File: config.mk
export PLATFORM = sky130hd
export DESIGN_NAME = asf_trim_field
export DESIGN_NICKNAME = d
export VERILOG_FILES = /design/src/asf_trim_field_pkg.sv /design/src/asf_trim_field.sv
export VERILOG_INCLUDE_DIRS = /design/src
export SDC_FILE = /design/constraint.sdc
export NUM_CORES = 1
export LEC_CHECK = 0
export BUFFER_PORTS_ARGS = -buffer_cell sky130_fd_sc_hd__buf_2
export CAP_MARGIN = 20
export CORE_UTILIZATION = 29
export DETAILED_ROUTE_END_ITERATION = 10
export HOLD_SLACK_MARGIN = 0.03
export PLACE_DENSITY = 0.44
export SYNTH_ARGS = -nofsm -noshare
export SYNTH_HDL_FRONTEND = slang
export SYNTH_SLANG_ARGS = --single-unit
File: constraint.sdc
create_clock -name clk -period 3.85 [get_ports clk]
set_input_delay 0.1925 -clock clk [delete_from_list [all_inputs] [get_ports clk]]
set_output_delay 0.1925 -clock clk [all_outputs]
set_load 0.02 [all_outputs]
File: src/asf_trim_field_defs.svh
// Constants for the angle sensor trim, field alarm and filter window block
`ifndef ASF_TRIM_FIELD_DEFS_SVH
`define ASF_TRIM_FIELD_DEFS_SVH
// Register addresses (5-bit)
`define ASF_ADDR_BIAS_TRIM      5'h02
`define ASF_ADDR_TRIM_ENABLE    5'h03
`define ASF_ADDR_THRESHOLD      5'h06
`define ASF_ADDR_FILTER_WINDOW  5'h0e
`define ASF_ADDR_ALARM_STATUS   5'h1b
// Reset values
`define ASF_RST_BIAS_TRIM       8'h00
`define ASF_RST_TRIM_ENABLE     8'h00
`define ASF_RST_THRESHOLD       8'h1c
`define ASF_RST_FILTER_WINDOW   8'h77
`define ASF_RST_TAU_INDEX       4'h4
// Field positions
`define ASF_BIT_X_EN            0
`define ASF_BIT_Y_EN            1
`define ASF_LOW_CODE_MSB        7
`define ASF_LOW_CODE_LSB        5
`define ASF_HIGH_CODE_MSB       4
`define ASF_HIGH_CODE_LSB       2
`define ASF_THRESHOLD_MASK      8'hfc
`define ASF_TRIM_ENABLE_MASK    8'h03
`define ASF_BIT_HIGH_ALARM      7
`define ASF_BIT_LOW_ALARM       6
// Frame commands and length
`define ASF_CMD_READ            3'h2
`define ASF_CMD_WRITE           3'h4
`define ASF_FRAME_BITS          5'h10
// Field trip levels in mT, rising edge; falling level is rising minus hysteresis
`define ASF_FIELD_HYS_MT        8'h06
`define ASF_RISE_TABLE          {8'h7e, 8'h70, 8'h62, 8'h54, 8'h46, 8'h38, 8'h29, 8'h1a}
// Filter window codes: first code, step, number of codes
`define ASF_FW_FIRST            8'h33
`define ASF_FW_STEP             8'h11
`define ASF_FW_COUNT            9
`endif

File: src/asf_trim_field_pkg.sv
// Types shared by the angle sensor trim and field alarm block
package asf_trim_field_pkg;
   // One 16-bit host frame, most significant bit first on the wire
   typedef struct packed {
      logic [2:0] cmd;
      logic [4:0] addr;
      logic [7:0] data;
   } asf_frame_t;

   // Trim outputs toward the Hall bias stage
   typedef struct packed {
      logic [7:0] x_reduction;
      logic [7:0] y_reduction;
   } asf_bias_t;

   typedef enum logic {ASF_IDLE, ASF_SHIFT} asf_link_state_t;
endpackage

File: src/asf_trim_field.sv
// Trim, field alarm and filter window logic with its serial register port
//
// Contract
// - Trim amount 0..255 scales bias reduction
// - Trim reaches an axis only when enabled
// - Both enabled gives equal reduction
// - Alarms flag field below low, above high
// - Six mT hysteresis on both alarms
// - Two 3-bit threshold codes in register 6
// - Code selects rising and falling trip levels
// - Low and high thresholds evaluated independently
// - Flags at status bits 7, 6 and pins
// - Reply comes in the following frame
// - Filter code selects doubling time constant
`include "asf_trim_field_defs.svh"
module asf_trim_field (
   input  wire logic                      clk,
   input  wire logic                      sys_rst,
   input  wire logic                      spi_cs_n,
   input  wire logic                      spi_sclk,
   input  wire logic                      spi_mosi,
   output logic                           spi_miso,
   output logic                           spi_miso_oe,
   input  wire logic [7:0]                field_strength_mt,
   input  wire logic                      field_sample_valid,
   output logic                           high_field_alarm,
   output logic                           low_field_alarm,
   output asf_trim_field_pkg::asf_bias_t  bias_trim,
   output logic [3:0]                     filter_tau_index,
   output logic [7:0]                     filter_window_code
);
   // Synchronisers for the host pins
   logic [2:0]                          sclk_sync_r;
   logic [2:0]                          cs_sync_r;
   logic [1:0]                          mosi_sync_r;
   // Link state
   asf_trim_field_pkg::asf_link_state_t state_r;
   logic [15:0]                         rx_shift_r;
   logic [15:0]                         tx_shift_r;
   logic [15:0]                         reply_r;
   logic [4:0]                          bit_cnt_r;
   logic                                miso_r;
   logic                                miso_oe_r;
   // Configuration registers
   logic [7:0]                          bias_trim_amount_r;
   logic [7:0]                          trim_enable_r;
   logic [7:0]                          field_threshold_config_r;
   logic [7:0]                          filter_window_code_r;
   logic [3:0]                          tau_index_r;
   // Outputs
   logic                                high_alarm_r;
   logic                                low_alarm_r;
   asf_trim_field_pkg::asf_bias_t       bias_r;

   // Edge and frame detection on synchronised pins
   wire                                 sclk_rise   = sclk_sync_r[1] & ~sclk_sync_r[2];
   wire                                 sclk_fall   = ~sclk_sync_r[1] & sclk_sync_r[2];
   wire                                 cs_active   = ~cs_sync_r[1];
   wire                                 cs_start    = ~cs_sync_r[1] & cs_sync_r[2];
   wire                                 cs_end      = cs_sync_r[1] & ~cs_sync_r[2];
   wire                                 frame_done  = cs_end & (bit_cnt_r == `ASF_FRAME_BITS);
   asf_trim_field_pkg::asf_frame_t      frame;
   assign frame = rx_shift_r;

   // Field names of the configuration
   wire                                 x_axis_trim_enable = trim_enable_r[`ASF_BIT_X_EN];
   wire                                 y_axis_trim_enable = trim_enable_r[`ASF_BIT_Y_EN];
   wire [2:0] low_field_threshold_code  = field_threshold_config_r[`ASF_LOW_CODE_MSB:`ASF_LOW_CODE_LSB];
   wire [2:0] high_field_threshold_code = field_threshold_config_r[`ASF_HIGH_CODE_MSB:`ASF_HIGH_CODE_LSB];

   // Trip levels from the threshold codes
   wire [63:0]                          rise_table = `ASF_RISE_TABLE;
   wire [7:0] high_rise = rise_table[{high_field_threshold_code, 3'h0} +: 8];
   wire [7:0] high_fall = high_rise - `ASF_FIELD_HYS_MT;
   wire [7:0] low_rise  = rise_table[{low_field_threshold_code, 3'h0} +: 8];
   wire [7:0] low_fall  = low_rise - `ASF_FIELD_HYS_MT;

   // Next alarm states; each flag has its own band
   wire high_alarm_nxt = (field_strength_mt > high_rise) ? 1'b1 :
                         (field_strength_mt < high_fall) ? 1'b0 : high_alarm_r;
   wire low_alarm_nxt  = (field_strength_mt < low_fall) ? 1'b1 :
                         (field_strength_mt > low_rise) ? 1'b0 : low_alarm_r;

   // Status word as seen by the host
   wire [7:0] field_alarm_status;
   assign field_alarm_status = {high_alarm_r, low_alarm_r, 6'h00};

   // Read and write decode
   wire       wr_frame   = frame_done & (frame.cmd == `ASF_CMD_WRITE);
   wire       rd_frame   = frame_done & (frame.cmd == `ASF_CMD_READ);
   wire       wr_trim    = wr_frame & (frame.addr == `ASF_ADDR_BIAS_TRIM);
   wire       wr_enable  = wr_frame & (frame.addr == `ASF_ADDR_TRIM_ENABLE);
   wire       wr_thresh  = wr_frame & (frame.addr == `ASF_ADDR_THRESHOLD);
   wire       wr_filter  = wr_frame & (frame.addr == `ASF_ADDR_FILTER_WINDOW);

   // Register value that the current frame's address names, after any write
   wire [7:0] trim_nxt   = wr_trim ? frame.data : bias_trim_amount_r;
   wire [7:0] enable_nxt = wr_enable ? (frame.data & `ASF_TRIM_ENABLE_MASK) : trim_enable_r;
   wire [7:0] thresh_nxt = wr_thresh ? (frame.data & `ASF_THRESHOLD_MASK) : field_threshold_config_r;
   wire [7:0] filter_nxt = wr_filter ? frame.data : filter_window_code_r;
   wire [7:0] read_data  = (frame.addr == `ASF_ADDR_BIAS_TRIM)     ? trim_nxt   :
                           (frame.addr == `ASF_ADDR_TRIM_ENABLE)   ? enable_nxt :
                           (frame.addr == `ASF_ADDR_THRESHOLD)     ? thresh_nxt :
                           (frame.addr == `ASF_ADDR_FILTER_WINDOW) ? filter_nxt :
                           (frame.addr == `ASF_ADDR_ALARM_STATUS)  ? field_alarm_status : 8'h00;
   wire [15:0] reply_nxt = (rd_frame | wr_frame) ? {read_data, 8'h00} : 16'h0000;

   // Filter window code to time constant index, one comparator per legal code
   logic [`ASF_FW_COUNT-1:0] fw_hit;
   genvar gi;
   generate
      for (gi = 0; gi < `ASF_FW_COUNT; gi++) begin : g_fw
         localparam logic [7:0] FW_CODE = 8'(`ASF_FW_FIRST + gi * `ASF_FW_STEP);
         assign fw_hit[gi] = (filter_window_code_r == FW_CODE);
      end
   endgenerate

   logic [3:0] tau_index_nxt;
   always_comb begin
      tau_index_nxt = tau_index_r;
      for (int i = 0; i < `ASF_FW_COUNT; i++) begin
         if (fw_hit[i]) begin
            tau_index_nxt = 4'(i);
         end
      end
   end

   // Pin synchronisers
   always_ff @(posedge clk or posedge sys_rst) begin
      if (sys_rst) begin
         sclk_sync_r <= 3'h0;
         cs_sync_r   <= 3'h7;
         mosi_sync_r <= 2'h0;
      end else begin
         sclk_sync_r <= {sclk_sync_r[1:0], spi_sclk};
         cs_sync_r   <= {cs_sync_r[1:0], spi_cs_n};
         mosi_sync_r <= {mosi_sync_r[0], spi_mosi};
      end
   end

   // Frame state
   always_ff @(posedge clk or posedge sys_rst) begin
      if (sys_rst) begin
         state_r <= asf_trim_field_pkg::ASF_IDLE;
      end else begin
         case (state_r)
            asf_trim_field_pkg::ASF_IDLE:  state_r <= cs_start ? asf_trim_field_pkg::ASF_SHIFT : state_r;
            asf_trim_field_pkg::ASF_SHIFT: state_r <= cs_end ? asf_trim_field_pkg::ASF_IDLE : state_r;
            default:                       state_r <= asf_trim_field_pkg::ASF_IDLE;
         endcase
      end
   end

   // Receive shifter, mode 0: sample on rising clock edge
   always_ff @(posedge clk or posedge sys_rst) begin
      if (sys_rst) begin
         rx_shift_r <= 16'h0000;
         bit_cnt_r  <= 5'h00;
      end else if (cs_start) begin
         bit_cnt_r  <= 5'h00;
      end else if (cs_active && sclk_rise && state_r == asf_trim_field_pkg::ASF_SHIFT) begin
         rx_shift_r <= {rx_shift_r[14:0], mosi_sync_r[1]};
         bit_cnt_r  <= (bit_cnt_r == 5'h1f) ? bit_cnt_r : bit_cnt_r + 5'h01;
      end
   end

   // Transmit shifter: reply loaded at frame start, next bit on falling edge
   always_ff @(posedge clk or posedge sys_rst) begin
      if (sys_rst) begin
         tx_shift_r <= 16'h0000;
         miso_r     <= 1'b0;
         miso_oe_r  <= 1'b0;
      end else if (cs_start) begin
         tx_shift_r <= {reply_r[14:0], 1'b0};
         miso_r     <= reply_r[15];
         miso_oe_r  <= 1'b1;
      end else if (cs_end) begin
         miso_oe_r  <= 1'b0;
      end else if (cs_active && sclk_fall) begin
         tx_shift_r <= {tx_shift_r[14:0], 1'b0};
         miso_r     <= tx_shift_r[15];
      end
   end

   // Reply for the next frame; short or unknown frames answer zero
   always_ff @(posedge clk or posedge sys_rst) begin
      if (sys_rst) begin
         reply_r <= 16'h0000;
      end else if (cs_end) begin
         reply_r <= reply_nxt;
      end
   end

   // Configuration registers
   always_ff @(posedge clk or posedge sys_rst) begin
      if (sys_rst) begin
         bias_trim_amount_r       <= `ASF_RST_BIAS_TRIM;
         trim_enable_r            <= `ASF_RST_TRIM_ENABLE;
         field_threshold_config_r <= `ASF_RST_THRESHOLD;
         filter_window_code_r     <= `ASF_RST_FILTER_WINDOW;
      end else begin
         bias_trim_amount_r       <= trim_nxt;
         trim_enable_r            <= enable_nxt;
         field_threshold_config_r <= thresh_nxt;
         filter_window_code_r     <= filter_nxt;
      end
   end

   // Time constant index; illegal codes keep the last legal setting
   always_ff @(posedge clk or posedge sys_rst) begin
      if (sys_rst) begin
         tau_index_r <= `ASF_RST_TAU_INDEX;
      end else begin
         tau_index_r <= tau_index_nxt;
      end
   end

   // Bias reduction per axis, gated by its enable
   always_ff @(posedge clk or posedge sys_rst) begin
      if (sys_rst) begin
         bias_r <= '0;
      end else begin
         bias_r.x_reduction <= x_axis_trim_enable ? bias_trim_amount_r : 8'h00;
         bias_r.y_reduction <= y_axis_trim_enable ? bias_trim_amount_r : 8'h00;
      end
   end

   // Field alarms, updated on each new measurement
   always_ff @(posedge clk or posedge sys_rst) begin
      if (sys_rst) begin
         high_alarm_r <= 1'b0;
         low_alarm_r  <= 1'b0;
      end else if (field_sample_valid) begin
         high_alarm_r <= high_alarm_nxt;
         low_alarm_r  <= low_alarm_nxt;
      end
   end

   assign spi_miso           = miso_r;
   assign spi_miso_oe        = miso_oe_r;
   assign high_field_alarm   = high_alarm_r;
   assign low_field_alarm    = low_alarm_r;
   assign bias_trim          = bias_r;
   assign filter_tau_index   = tau_index_r;
   assign filter_window_code = filter_window_code_r;

   // Checks
   a_x_trim_gate: assert property (@(posedge clk) disable iff (sys_rst)
      ##1 bias_r.x_reduction == ($past(trim_enable_r[`ASF_BIT_X_EN]) ? $past(bias_trim_amount_r) : 8'h00))
      else $error("x bias reduction does not follow trim and enable");
   a_both_equal: assert property (@(posedge clk) disable iff (sys_rst)
      (x_axis_trim_enable && y_axis_trim_enable) ##1 (x_axis_trim_enable && y_axis_trim_enable)
      |-> bias_r.x_reduction == bias_r.y_reduction)
      else $error("both axes enabled but reductions differ");
   a_trim_scale: assert property (@(posedge clk) disable iff (sys_rst)
      trim_enable_r[`ASF_BIT_Y_EN] ##1 $stable(bias_trim_amount_r) |-> bias_r.y_reduction == bias_trim_amount_r)
      else $error("y reduction not equal to trim amount");
   a_high_set: assert property (@(posedge clk) disable iff (sys_rst)
      field_sample_valid && field_strength_mt > high_rise |=> high_alarm_r)
      else $error("high alarm not raised above rising level");
   a_high_clear: assert property (@(posedge clk) disable iff (sys_rst)
      field_sample_valid && field_strength_mt < high_rise - `ASF_FIELD_HYS_MT |=> !high_alarm_r)
      else $error("high alarm not cleared below falling level");
   a_low_set: assert property (@(posedge clk) disable iff (sys_rst)
      field_sample_valid && field_strength_mt < low_rise - `ASF_FIELD_HYS_MT |=> low_alarm_r)
      else $error("low alarm not raised below falling level");
   a_low_hold: assert property (@(posedge clk) disable iff (sys_rst)
      field_sample_valid && field_strength_mt >= low_fall && field_strength_mt <= low_rise |=> $stable(low_alarm_r))
      else $error("low alarm moved inside hysteresis band");
   a_alarm_idle: assert property (@(posedge clk) disable iff (sys_rst)
      !field_sample_valid |=> $stable(high_alarm_r) && $stable(low_alarm_r))
      else $error("alarm changed without a field sample");
   a_status_reply: assert property (@(posedge clk) disable iff (sys_rst)
      rd_frame && frame.addr == `ASF_ADDR_ALARM_STATUS |=> reply_r == {$past(high_alarm_r), $past(low_alarm_r), 14'h0000})
      else $error("status reply does not carry both flags");
   a_fw_default: assert property (@(posedge clk) disable iff (sys_rst)
      filter_window_code_r == `ASF_RST_FILTER_WINDOW ##1 filter_window_code_r == `ASF_RST_FILTER_WINDOW
      |-> tau_index_r == `ASF_RST_TAU_INDEX)
      else $error("default filter code gives wrong time constant");
   c_status_read: cover property (@(posedge clk) rd_frame && frame.addr == `ASF_ADDR_ALARM_STATUS);
   c_thresh_write: cover property (@(posedge clk) wr_thresh);
   c_high_rise: cover property (@(posedge clk) !high_alarm_r ##1 high_alarm_r);
   c_low_rise: cover property (@(posedge clk) !low_alarm_r ##1 low_alarm_r);
endmodule // asf_trim_field

# Yosys cells after proc, flatten, opt, wreduce, memory -nomap -nowiden
# Cells that the tools add are included.
# totals
regBits	118
out_inout_bits	32
# classes
n_addsub	3
n_lt_le_gt_ge	4
n_eq_ne	20
shift	2
mux	39
n_bitwise	18
reduce_logical	14
# op_table
op	n
variable part select 64 x 7 -> 8 bit, first input constant	2
two-way mux 8 bit	11
two-way mux 16 bit	4
two-way mux 4 bit	9
== test 8 x 7 -> 1 bit, second input constant	4
== test 8 bit, second input constant	4
> comparator 8 bit	2
< comparator 8 bit	2
subtractor 8 x 3 -> 8 bit, second input constant	2
== test 5 bit, second input constant	3
two-way mux 5 bit	3
AND 1 bit	11
two-way mux 1 bit	11
== test 5 x 2 -> 1 bit, second input constant	2
AND reduction 2 bit	5
nonzero test 2 bit	5
nonzero test 9 bit	1
== test 8 x 6 -> 1 bit, second input constant	1
NOT 1 bit	6
adder 5 x 1 -> 5 bit, second input constant	1
== test 5 x 3 -> 1 bit, second input constant	1
== test 5 x 4 -> 1 bit, second input constant	1
!= test 2 bit, second input constant	2
== test 3 x 2 -> 1 bit, second input constant	1
other kinds (4)	6

# Depth between registers and ports, before layout
# logic_depth
word_depth	11
depth_mapped	13
ltp_nobuf	13

# Worst setup path before layout
# OpenSTA, ideal clock, no wires.
# synth_timing
path_type	reg-to-reg
from	register field_threshold_config_r[4]
to	register high_alarm_r (netlist: high_field_alarm)
setup_ns	0.129
arrival_ns	2.438
required_time_ns	3.721
setup_slack_ns	1.283
path_stages_with_launch	12
path_buffers	2
period_less_slack_ns	2.567
cell_sequence	dfstp_2 -> clkbuf_1 -> clkbuf_1 -> nor2_1 -> a21oi_1 -> nand2_1 -> a41o_1 -> ha_1 -> and3_1 -> a221o_1 -> a21oi_1 -> o21ai_0
# synth_between
elab_chain_cells	5
# synth_lines
element	line	text
start: declaration	asf_trim_field.sv:47	logic [7:0] field_threshold_config_r;
start signal: assignment	asf_trim_field.sv:199	field_threshold_config_r <= `ASF_RST_THRESHOLD;
start signal: assignment	asf_trim_field.sv:204	field_threshold_config_r <= thresh_nxt;
variable part select 64 x 7 -> 8 bit *	asf_trim_field.sv:73	wire [7:0] high_rise = rise_table[{high_field_threshold_code, 3'h0} +: 8];
subtractor 8 x 3 -> 8 bit (no source line)	--	
< comparator 8 bit	asf_trim_field.sv:80	(field_strength_mt < high_fall) ? 1'b0 : high_alarm_r;
nonzero test 2 bit (no source line)	--	
AND reduction 2 bit (no source line)	--	
end signal: assignment	asf_trim_field.sv:234	high_alarm_r <= high_alarm_nxt;
end: declaration	asf_trim_field.sv:51	logic high_alarm_r;
# Mark *: on every way between the ends. The rest lies on a longest branch, timed or not.
# A chain may end at the register's enable or synchronous reset.

# Final worst setup path
# layout_timing
from	register field_threshold_config_r[5]
to	register low_alarm_r (netlist: low_field_alarm)
# layout_between
elab_chain_cells	5
# layout_lines
element	line	text
variable part select 64 x 7 -> 8 bit *	asf_trim_field.sv:75	wire [7:0] low_rise = rise_table[{low_field_threshold_code, 3'h0} +: 8];
subtractor 8 x 3 -> 8 bit (no source line)	--	
< comparator 8 bit	asf_trim_field.sv:81	wire low_alarm_nxt = (field_strength_mt < low_fall) ? 1'b1 :
nonzero test 2 bit (no source line)	--	
AND reduction 2 bit (no source line)	--	
end signal: assignment	asf_trim_field.sv:235	low_alarm_r <= low_alarm_nxt;
end: declaration	asf_trim_field.sv:52	logic low_alarm_r;
# Marks and branches as above.

==> impl_metrics.yaml <==
critical_path:
  cp-start-kind: "flop"
  cp_max_fo: 8
  crit_start: "field_threshold_config_r[5]"
  crit_required_ns: 4.12
  worstPathArrival_ns: 3.06
  cp-end-kind: "flop"
  r2r_slack_ns: 1.06
  r2r_end: "low_field_alarm"
  ff2ff_path_depth: 11
  worst-setup-path-type: "reg2reg"
  r2r-start: "field_threshold_config_r[5]"
sta:
  worst_slew_pin_slew_ns: 0.834
  fmax_mhz: 358
  worst_slack_ns: 1.06
  tns_ns: 0
  skew_ns: 0.00776
  final.period_utilization_pct: 72.5
  relSlewSlack_pct: 44.4
  timing.final.max_slew_violations: 0
  rsz0062_at_grt: "false"
  fin_crit_ns: 2.79
  setup_viol: 0
  finalHoldViolations: 0
logic_synthesis:
  ys_ff_latch: 101
  yosysTopAreaCellShare_pct: 39.9
  synth_most_common_cell: "dfrtp_1"
  async_flop_share_pct: 100
  syn_avg_cell_area_um2: 10.7
  synth_area_leader_cell: "dfrtp_1"
  synthDistinctLibCells: 58
  synth-edff-count: 0
  seq_area_frac_synth_pct: 46.1
  yosys_warnings: 0
  yosys-top-cells-area: "dfrtp_1 40%, ha_1 10%, mux2_2 8.6%"
  synthFlopType: "dfrtp_1"
  syn_inst: 515
  synth_common_cells: "88 x dfrtp_1, 47 x nand2_1, 46 x ha_1"
  synthesis.area_mm2: 0.00552
clocking:
  clk_pin_slew_worst_paths_ns: 0.07
  cts_resized: 0
  numCtsBuffers: 9
  clock-sinks: 101
  tritoncts: "built"
  clockBufferDepth: 2
  hold_buffers: 3
  postCtsSetupBuffers: 0
  htree_num_levels: 3
  root_buffer: "clkbuf_16"
  clock_latency_ns: 0.35
route:
  drc: 0
  drtIter0Drc: 124
  vias: 3942
  vias_per_cell: 4.88
  finalWirelength_mm: 12.8
  dr.pass1.iters: 4
  ant_nets: 0
  wl_per_cell_um: 15.8
place:
  gp_congestion: 0.798
  hpwl_mm: 9.23
  dp_cells: 785
  port_buffers: 45
  place_area_mm2: 0.00600
  pre_cts_ws_ns: 1.05
min_path:
  hold_depth: 2
  min_from: "field_sample_valid"
  min_path_type: "in2reg"
  whs_endpoint: "low_field_alarm"
global_route:
  grt_pass1_vias: 4030
  gr-total-overflow: 0
  grt_pass1_wl_mm: 21.5
  grt_usage_pct: 14.2
  antenna_found_initial: 0
  grt_max_degree: 85
flow_run:
  drv_cap: 0
final_layout:
  layout-drive-gt1-share_pct: 22.7
  final_cell_count_no_fill: 807
  fillers: 1892
  seq_area_mm2: 0.00254
  multi_input_area_mm2: 0.00283
  finalNetCount: 628
  fin_util_pct: 34.1
  syn2layout_area_growth_pct: 15.6
  diodes: 0
  postLayoutCellArea_mm2: 0.00638
power:
  p_per_area_mw_per_mm2: 351
  ir_drop_uv: 202
  leakage_uw: 0.00294
floorplanning:
  die-height_um: 140
  die_w_um: 140
  start_util_pct: 29.5
  dieArea_mm2: 0.0196
  core-area_mm2: 0.0187
  rows: 50
  pin_count: 46
outcome:
  status: "finished clean"
[layer usage]
| layer | vias to the layer above | share of wire, % | track usage (%) |
|---|---|---|---|
| met1 | 1928 | 49 | 18.8 |
| li1 | 1942 | - | - |
| met4 | 0 | 2.1 | 5.26 |
| met2 | 51 | 46 | 22.5 |
| met3 | 21 | 3.2 | 3.49 |
| met5 | - | 0 | 0 |
[layout make-up]
class / instances / share of cell area (%)
clock buffers: 12 / 3.86
multi-input cells: 380 / 44.4
well taps: 234 / 4.59
inverters: 22 / 1.33
repair buffers: 54 / 5.02
flip-flops and latches: 101 / 39.9
clock inverters: 4 / 0.902
[sequential cells by signal, summed over array words and instances (netlist names), 3 cells and up]
register / cells
filter_window_code: 8
tx_shift_r: 7
bias_trim: 16
bias_trim_amount_r: 8
bit_cnt_r: 5
trim_enable_r: 8
sclk_sync_r: 3
field_threshold_config_r: 8
cs_sync_r: 3
filter_tau_index: 4
frame: 16
reply_r: 8
[worst max-delay path, cell delays in order (launching register included)]
cell      delay [ns]
dfrtp_1         0.47
inv_1           0.15
ha_1            0.32
nor2_1          0.05
a21oi_1         0.37
ha_1            0.32
nor2b_1         0.13
o211ai_1        0.15
a22oi_1         0.10
or2_2           0.31
a311o_1         0.27
o211ai_1        0.08
[placed cells by master, fill, tap and decap left out, types with 4 or more instances in the layout]
cell	n
dfrtp_1	88
nand2_1	47
ha_1	46
buf_2	46
mux2_2	42
o21ai_0	39
a21oi_1	38
nor2_1	23
and2_1	21
inv_1	20
mux2i_1	13
dfstp_2	13
nor2b_1	12
clkbuf_16	9
xnor2_1	8
a22o_1	8
nand3_1	7
nor3_1	6
a2111o_1	6
xor2_1	5
and3_1	5
o211ai_1	4
dlygate4sd3_1	4
[worst max path at each step]
stage	endpoint	slack, ns	cells past startpoint
after floorplan	bias_trim[0]	1.03	1
after global placement	low_field_alarm	1.13	11
after detailed placement	low_field_alarm	1.05	11
after CTS	low_field_alarm	1.04	11
after global routing	low_field_alarm	0.83	12
final	low_field_alarm	1.06	11
[where the power goes]
group | internal, uW | total [uW] | switching, uW
registers | 1100 | 1160 | 64.7
clock network | 528 | 932 | 403
logic | 64.6 | 148 | 83.4
total | 1690 | 2240 | 552
[through the flow]
step | total power [uW] | hold slack [ns]
after floorplan | 1250 | 0.197
after global routing | 2350 | 0.0989
final | 2240 | 0.103
after detailed placement | 1320 | 0.301
after global placement | 1320 | 0.302
after CTS | 2280 | 0.0871
[logic make-up (layout without fill, tap and decap cells)]
family                     after synthesis  in the layout  share of synthesized area (%)
adders and majority gates               46             46                           10.4
muxes                                   55             55                           10.9
and+or+nand+nor                        145            145                           14.1
buffers and inverters                   35             92                           2.81
AOI/OAI and AO/OA                      119            119                           13.6
xor gates and xnor gates                13             13                           2.06
DFF                                    101            101                           46.1
other                                    1              2                         0.0679
Note: power is estimated with default switching activity, not from simulation.
